===== src/dit_pkg.sv =====
`default_nettype none
package dit_pkg;
  // ---------------------------------------------------------------
  // register map (byte addresses, one word each)
  // ---------------------------------------------------------------
  localparam logic [7:0] ADR_CLKSEL     = 8'h00;
  localparam logic [7:0] ADR_COMPARE1   = 8'h04;
  localparam logic [7:0] ADR_COMPARE2   = 8'h08;
  localparam logic [7:0] ADR_COUNTER1   = 8'h0c;
  localparam logic [7:0] ADR_COUNTER2   = 8'h10;
  localparam logic [7:0] ADR_CONTROL    = 8'h14;
  localparam logic [7:0] ADR_IRQ_STATUS = 8'h18;
  localparam logic [7:0] ADR_IRQ_CLEAR  = 8'h1c;
  localparam logic [7:0] ADR_IRQ_ENABLE = 8'h20;
  // ---------------------------------------------------------------
  // field positions
  // ---------------------------------------------------------------
  localparam int CTL_RUN_ONE  = 0;
  localparam int CTL_RUN_TWO  = 1;
  localparam int CTL_OSC_MODE = 2;
  localparam int IRQ_ONE      = 0;
  localparam int IRQ_TWO      = 1;
  localparam int SEL_ONE_LSB  = 0;
  localparam int SEL_TWO_LSB  = 4;
  // ---------------------------------------------------------------
  // reset values
  // ---------------------------------------------------------------
  localparam logic [7:0] RST_CLKSEL  = 8'h00;
  localparam logic [7:0] RST_COMPARE = 8'h00;
  localparam logic [2:0] RST_CONTROL = 3'h0;
  localparam logic [1:0] RST_IRQ     = 2'h0;
  // ---------------------------------------------------------------
  // clock-select codes and prescaler
  // ---------------------------------------------------------------
  localparam logic [3:0] CODE_EXT_FALL = 4'h0;
  localparam logic [3:0] CODE_EXT_RISE = 4'h1;
  localparam logic [3:0] CODE_TAP_LO   = 4'h6;
  localparam logic [3:0] CODE_TAP_HI   = 4'he;
  localparam logic [3:0] CODE_TAP_TOP  = 4'hf;
  localparam logic [3:0] TAP_BASE      = 4'h5;
  localparam logic [3:0] TAP_TOP_SHIFT = 4'hb;
  localparam int         PRESC_W       = 12;

  // shift 0 means no prescaled tick (external or prohibited code)
  function automatic logic [3:0] dit_tap(input logic [3:0] code,
                                         input logic       osc_mode);
    logic [3:0] slow;
    slow = osc_mode ? 4'h0 : 4'h1;
    if (code >= CODE_TAP_LO && code <= CODE_TAP_HI)
      dit_tap = code - TAP_BASE + slow;
    else if (code == CODE_TAP_TOP)
      dit_tap = TAP_TOP_SHIFT + slow;
    else
      dit_tap = 4'h0;
  endfunction
endpackage
`default_nettype wire


===== src/dit_top.sv =====
// Overview of operation
// each counter repeats its interrupt once per period set by its compare
// on equality the counter clears to 0, keeps counting, raises its request
// clock-select bits 3..0 pick counter one's count clock
// clock-select bits 7..4 pick counter two's count clock
// period is compare plus one count-clock periods, compare 00h..ffh
// codes 0/1 external edges, 6..14 taps 2^1..2^9, 15 tap 2^11
// mode bit picks full or half oscillator as base of all taps
// software stops a timer before changing its clock selection
`default_nettype none

// ---------------------------------------------------------------
// one counter channel
// ---------------------------------------------------------------
module dit_channel
  import dit_pkg::*;
#(
  parameter int W = 8
) (
  input  wire logic               clock,
  input  wire logic               resetn,
  input  wire logic               run,
  input  wire logic [3:0]         code,
  input  wire logic               osc_mode,
  input  wire logic [PRESC_W-1:0] presc,
  input  wire logic               ext_in,
  input  wire logic [W-1:0]       compare,
  output logic      [W-1:0]       count,
  output logic                    match
);
  import dit_pkg::*;

  logic               ext_prev;
  logic [3:0]         shift;
  logic [PRESC_W-1:0] mask;
  logic               tap_tick;
  logic               ext_rise;
  logic               ext_fall;
  logic               ext_tick;
  logic               tick;
  logic               equal;
  logic [W-1:0]       next_count;

  assign shift    = dit_tap(code, osc_mode);
  assign mask     = PRESC_W'((13'h0001 << shift) - 13'h0001);
  assign tap_tick = (shift != 4'h0) && ((presc & mask) == mask);
  assign ext_rise = ext_in & ~ext_prev;
  assign ext_fall = ~ext_in & ext_prev;
  assign ext_tick = (code == CODE_EXT_RISE) ? ext_rise :
                    (code == CODE_EXT_FALL) ? ext_fall : 1'b0;
  assign tick     = run & (tap_tick | ext_tick);
  assign equal    = (count == compare);
  // clear and continue, so the period is compare plus one ticks
  assign next_count = equal ? '0 : W'(count + 1'b1);

  always_ff @(posedge clock or negedge resetn) begin
    if (!resetn) begin
      ext_prev <= 1'b0;
      count    <= '0;
      match    <= 1'b0;
    end else begin
      ext_prev <= ext_in;
      match    <= tick & equal;
      if (!run) begin
        count <= '0;
      end else if (tick) begin
        count <= next_count;
      end
    end
  end
endmodule

// ---------------------------------------------------------------
// top: wishbone slave, prescaler, two channels, interrupts
// ---------------------------------------------------------------
module dit_top
  import dit_pkg::*;
#(
  parameter int W = 8
) (
  input  wire logic        clock,
  input  wire logic        resetn,
  input  wire logic        wb_cyc_i,
  input  wire logic        wb_stb_i,
  input  wire logic        wb_we_i,
  input  wire logic [7:0]  wb_adr_i,
  input  wire logic [3:0]  wb_sel_i,
  input  wire logic [31:0] wb_dat_i,
  output logic      [31:0] wb_dat_o,
  output logic             wb_ack_o,
  input  wire logic        ext_count_input_one,
  input  wire logic        ext_count_input_two,
  output logic             match_irq_one,
  output logic             match_irq_two,
  output logic             irq
);
  import dit_pkg::*;

  logic [7:0]         timer_clock_select;
  logic [W-1:0]       compare_one;
  logic [W-1:0]       compare_two;
  logic [2:0]         control;
  logic [1:0]         irq_status;
  logic [1:0]         irq_enable;
  logic [PRESC_W-1:0] presc;
  logic [W-1:0]       counter_one;
  logic [W-1:0]       counter_two;
  logic               hit_one;
  logic               hit_two;

  // ---------------------------------------------------------------
  // bus decode
  // ---------------------------------------------------------------
  logic        req;
  logic        wr;
  logic        wr_clksel;
  logic        wr_cmp1;
  logic        wr_cmp2;
  logic        wr_ctl;
  logic        wr_clr;
  logic        wr_en;
  logic [1:0]  clr_bits;
  logic [1:0]  events;
  logic [31:0] rd_mux;
  logic        osc_mode_bit;

  assign req       = wb_cyc_i & wb_stb_i & ~wb_ack_o;
  assign wr        = req & wb_we_i & wb_sel_i[0];
  assign wr_clksel = wr & (wb_adr_i == ADR_CLKSEL);
  assign wr_cmp1   = wr & (wb_adr_i == ADR_COMPARE1);
  assign wr_cmp2   = wr & (wb_adr_i == ADR_COMPARE2);
  assign wr_ctl    = wr & (wb_adr_i == ADR_CONTROL);
  assign wr_clr    = wr & (wb_adr_i == ADR_IRQ_CLEAR);
  assign wr_en     = wr & (wb_adr_i == ADR_IRQ_ENABLE);
  assign clr_bits  = wr_clr ? wb_dat_i[1:0] : 2'b00;
  assign events    = {hit_two, hit_one};
  assign osc_mode_bit = control[CTL_OSC_MODE];

  assign rd_mux =
    (wb_adr_i == ADR_CLKSEL)     ? {24'h0, timer_clock_select} :
    (wb_adr_i == ADR_COMPARE1)   ? 32'(compare_one) :
    (wb_adr_i == ADR_COMPARE2)   ? 32'(compare_two) :
    (wb_adr_i == ADR_COUNTER1)   ? 32'(counter_one) :
    (wb_adr_i == ADR_COUNTER2)   ? 32'(counter_two) :
    (wb_adr_i == ADR_CONTROL)    ? {29'h0, control} :
    (wb_adr_i == ADR_IRQ_STATUS) ? {30'h0, irq_status} :
    (wb_adr_i == ADR_IRQ_ENABLE) ? {30'h0, irq_enable} : 32'h0;

  // ---------------------------------------------------------------
  // registers
  // ---------------------------------------------------------------
  // selection is taken as written; a running timer sees it at once,
  // so a change mid-count may give one odd period
  always_ff @(posedge clock or negedge resetn) begin
    if (!resetn) begin
      timer_clock_select <= RST_CLKSEL;
      compare_one        <= W'(RST_COMPARE);
      compare_two        <= W'(RST_COMPARE);
      control            <= RST_CONTROL;
      irq_enable         <= RST_IRQ;
    end else begin
      if (wr_clksel) timer_clock_select <= wb_dat_i[7:0];
      if (wr_cmp1)   compare_one        <= wb_dat_i[W-1:0];
      if (wr_cmp2)   compare_two        <= wb_dat_i[W-1:0];
      if (wr_ctl)    control            <= wb_dat_i[2:0];
      if (wr_en)     irq_enable         <= wb_dat_i[1:0];
    end
  end

  always_ff @(posedge clock or negedge resetn) begin
    if (!resetn) begin
      wb_ack_o <= 1'b0;
      wb_dat_o <= 32'h0;
    end else begin
      wb_ack_o <= req;
      wb_dat_o <= (req & ~wb_we_i) ? rd_mux : 32'h0;
    end
  end

  // ---------------------------------------------------------------
  // prescaler
  // ---------------------------------------------------------------
  // one free-running divider serves both channels, so taps stay
  // phase-aligned between them
  always_ff @(posedge clock or negedge resetn) begin
    if (!resetn) begin
      presc <= '0;
    end else begin
      presc <= PRESC_W'(presc + 1'b1);
    end
  end

  // ---------------------------------------------------------------
  // channels
  // ---------------------------------------------------------------
  dit_channel #(.W(W)) u_one (
    .clock    (clock),
    .resetn   (resetn),
    .run      (control[CTL_RUN_ONE]),
    .code     (timer_clock_select[SEL_ONE_LSB +: 4]),
    .osc_mode (osc_mode_bit),
    .presc    (presc),
    .ext_in   (ext_count_input_one),
    .compare  (compare_one),
    .count    (counter_one),
    .match    (hit_one)
  );

  dit_channel #(.W(W)) u_two (
    .clock    (clock),
    .resetn   (resetn),
    .run      (control[CTL_RUN_TWO]),
    .code     (timer_clock_select[SEL_TWO_LSB +: 4]),
    .osc_mode (osc_mode_bit),
    .presc    (presc),
    .ext_in   (ext_count_input_two),
    .compare  (compare_two),
    .count    (counter_two),
    .match    (hit_two)
  );

  // ---------------------------------------------------------------
  // interrupts
  // ---------------------------------------------------------------
  // set beats clear so a match in the clearing cycle survives
  always_ff @(posedge clock or negedge resetn) begin
    if (!resetn) begin
      irq_status    <= RST_IRQ;
      irq           <= 1'b0;
      match_irq_one <= 1'b0;
      match_irq_two <= 1'b0;
    end else begin
      irq_status    <= (irq_status & ~clr_bits) | events;
      irq           <= |(irq_status & irq_enable);
      match_irq_one <= hit_one;
      match_irq_two <= hit_two;
    end
  end
endmodule
`default_nettype wire


===== config.mk =====
export PLATFORM = sky130hd
export DESIGN_NAME = dit_top
export DESIGN_NICKNAME = d
export VERILOG_FILES = /design/src/dit_pkg.sv /design/src/dit_top.sv
export SDC_FILE = /design/constraint.sdc
export NUM_CORES = 1
export LEC_CHECK = 0
export ABC_AREA = 1
export ABC_CLOCK_PERIOD_IN_PS = 5900
export BUFFER_PORTS_ARGS = -buffer_cell sky130_fd_sc_hd__buf_2
export CORE_AREA = 2 2 108 84
export CTS_CLUSTER_DIAMETER = 120
export DETAILED_ROUTE_END_ITERATION = 10
export DIE_AREA = 0 0 110 86
export HOLD_SLACK_MARGIN = 0.02
export PLACE_DENSITY = 0.95
export SYNTH_ARGS = -nofsm -noshare
export SYNTH_HDL_FRONTEND = slang
export SYNTH_SLANG_ARGS = --single-unit

===== constraint.sdc =====
create_clock -name clock -period 5.9 [get_ports clock]
set_input_delay 0.59 -clock clock [delete_from_list [all_inputs] [get_ports clock]]
set_output_delay 0.59 -clock clock [all_outputs]
set_load 0.01 [all_outputs]

==> flow_summary.ini <==
[cts]
post_cts_resized = 0
hold_buffers = 0
cts_buffers = 9
h-tree-depth = 3
post_cts_buffers = 0
cts_tree = done
clk_pin_slew_ns = 0.08
cts_sinks = 75
cts-root-buf = clkbuf_8
worstSkewPairLatency_ns = 0.35
cts_buffer_depth = 2

[placement]
pre_cts_ws_ns = 2.87
dp_hpwl_um = 8750
post_dp_cell_area_sq_um = 5170
portBuffers = 35
gp_congestion = 0.907
placedCellCount = 786

[power_and_ir_drop]
p_int_uw = 821
clock_power_share_pct = 45.4
comb_power_share_pct = 5.3
finalPower_mw = 1.05
switchingPower_uw = 231
p_sw_share_pct = 22.0
ir_drop_uv = 108
p_leak_nw = 2.66
p_per_area_nw_per_um2 = 194
p_seq_share_pct = 49.3

[die]
start_util_pct = 60.3
die_area_sq_um = 9460
die_h_um = 86
ioPinCount = 87
die_w_um = 110
core_sq_um = 8310
rows = 29

[cells_and_area]
nNetsFinal = 749
final_cell_count_no_fill = 802
drive_gt1_share_pct = 16.6
area_delta_synth_final_pct = 8.15
mostFrequentLayoutCells = nand2_1, dfrtp_1, inv_1
nFillCells = 666
design_area_sq_um = 5420
n_antenna_cell = 0
layout_commonest_cell = nand2_1

[global_route]
grtUsageTotal_pct = 26.7
antenna_found_initial = 0
grt_pass1_vias = 4246
gr-total-overflow = 0
grt_pass1_wl_um = 19800
grt_max_degree = 62

[yosys]
yosys.area_share.simple_pct = 34.0
syn_area_sq_um = 5010
synth_ff_type = dfrtp_1
synth_top_family_by_area = simple AND/OR/NAND/NOR gates
synth-adder-area-share_pct = 2.25
yosysWarnings = 0
synth_edf_count = 0
synth.avg_cell_area_sq_um = 7.62
synth_xor_area_share_pct = 4.72
synth_seq_cells = 75
ys_seq_area_share_pct = 37.5
synthMuxAreaShare_pct = 0
synth_cells = 657
synth_largest_area_cell = dfrtp_1
synth_compound_area_share_pct = 10.4
synth_top_area_share_pct = 37.5
synth.distinct_cells = 47
async_flop_share_pct = 100
yosys-top-cells-area = dfrtp_1, nand2_1, inv_1, o21ai_0, nand3_1

[hold_path]
hp-class = in -> async

[sta]
min_period_ns = 3.14
tns_ns = 0
setup_ws_ns = 2.76
hold_viol_final = 0
min_period_over_period_pct = 53.2
fmax_ghz = 0.319
fin_skew_ns = 0.00913
rsz0062_at_grt = no
finalSetupViolCount = 0
worst-slew-pin-transition_ns = 0.763
slew_headroom_pct = 49.2
slew_violations = 0

[setup_path]
r2r-end = u_two.count[6]$_DFFE_PN0P_
cp-end-kind = flip-flop
crit_fanout = 10
path_class = reg -> reg
reg2reg_slack_ns = 2.76
r2r-start = timer_clock_select[4]$_DFFE_PN0P_
worstPathArrival_ns = 3.38
worst_r2r_path_depth = 19
crit_required_ns = 6.14
critPathLaunchType = flip-flop

[detailed_routing]
ant_nets = 0
drc = 0
viasPerCell = 5.70
wl_um = 11700
routedWlPerCell_um = 14.6
first_pass_iters = 6
first_iter_violations = 396
vias = 4569

[job]
max_cap_violations = 0

[run_status]
outcome = finished clean
per-stage QoR:
stage / util, % / hold slack, ns
after floorplan: - / 0.294
after global placement: 62.3 / 0.358
after detailed placement: 62.3 / 0.368
after CTS: 65.2 / 0.125
after global routing: 65.2 / 0.136
final: 65.2 / 0.123
synthesized netlist by cell type, types with 8 or more instances:
| master | number |
|---|---|
| a21oi_1 | 23 |
| clkbuf_1 | 12 |
| nand3_2 | 8 |
| nor2_1 | 41 |
| xnor2_1 | 15 |
| o21ai_0 | 49 |
| ha_1 | 9 |
| nor3_1 | 10 |
| dfrtp_1 | 75 |
| nor2_2 | 13 |
| nand2_2 | 12 |
| nand4_1 | 23 |
| buf_4 | 24 |
| nand2_1 | 154 |
| inv_1 | 68 |
| xor2_1 | 12 |
| nand3_1 | 41 |
area by class of cell:
class	instances	area [sq um]	share of cell area (%)
clock buffer	11	141	2.61
clock inverter	5	100	1.85
inverter	80	315	5.82
multi-input combinational	487	2660	49.2
sequential	75	1880	34.7
tap	108	135	2.50
timing repair buffer	36	183	3.37
registers in the layout, indices dropped and copies added (netlist names), 2 cells and up:
name                flops
presc                  12
irq_status              2
u_two.count             8
compare_one             8
compare_two             8
u_one.count             8
wb_dat_o                8
control                 3
timer_clock_select      8
irq_enable              2
power by group through the flow:
stage | registers, mW | logic [mW] | clock network [mW]
4_1_cts | 0.519 | 0.0552 | 0.483
2_1_floorplan | 0.529 | 0.0409 | 0
3_3_place_gp | 0.529 | 0.0528 | 0
3_5_place_dp | 0.529 | 0.0549 | 0
5_1_grt | 0.520 | 0.0628 | 0.506
6_report | 0.519 | 0.0554 | 0.478
cell families after synthesis:
family | count (synthesis)
AO/OA/AOI/OAI | 94
XOR/XNOR | 27
adder cells (fa/ha/maj) | 9
buffers and inverters | 118
flip-flops | 75
other | 1
AND/OR/NAND/NOR | 333
metal layers:
metal  share of wire [%]  GRT usage, %
met5                   0             0
met4                 2.4          8.40
met3                 9.1          7.29
met2                  45          41.4
met1                  43          36.4
worst max-delay path by stage:
stage | from | end | slack [ns] | cells after the start
6_report | timer_clock_select[4]$_DFFE_PN0P_ | u_two.count[6]$_DFFE_PN0P_ | 2.76 | 19
5_1_grt | timer_clock_select[4]$_DFFE_PN0P_ | u_two.count[4]$_DFFE_PN0P_ | 2.46 | 19
4_1_cts | timer_clock_select[4]$_DFFE_PN0P_ | u_two.count[6]$_DFFE_PN0P_ | 2.82 | 19
3_5_place_dp | timer_clock_select[4]$_DFFE_PN0P_ | u_two.count[6]$_DFFE_PN0P_ | 2.87 | 19
3_3_place_gp | control[2]$_DFFE_PN0P_ | u_two.count[6]$_DFFE_PN0P_ | 3.00 | 18
2_1_floorplan | control[2]$_DFFE_PN0P_ | u_two.count[0]$_DFFE_PN0P_ | 3.28 | 18
worst max-delay path, cell delays in order, from the launching register on:
cell and delay [ns]:
dfrtp_1 0.45, inv_1 0.11, ha_1 0.23, ha_1 0.28
nand3b_1 0.20, nand2_4 0.12, inv_2 0.06, nand2_1 0.09
inv_1 0.08, nand2_1 0.07, ha_1 0.17, inv_1 0.07
nor2_2 0.21, nand2_2 0.10, o22ai_1 0.13, nand3_1 0.13
nand3_4 0.17, nand3_2 0.18, nand2_1 0.12, nand2_1 0.06
Power figures use the tool's default switching activity.
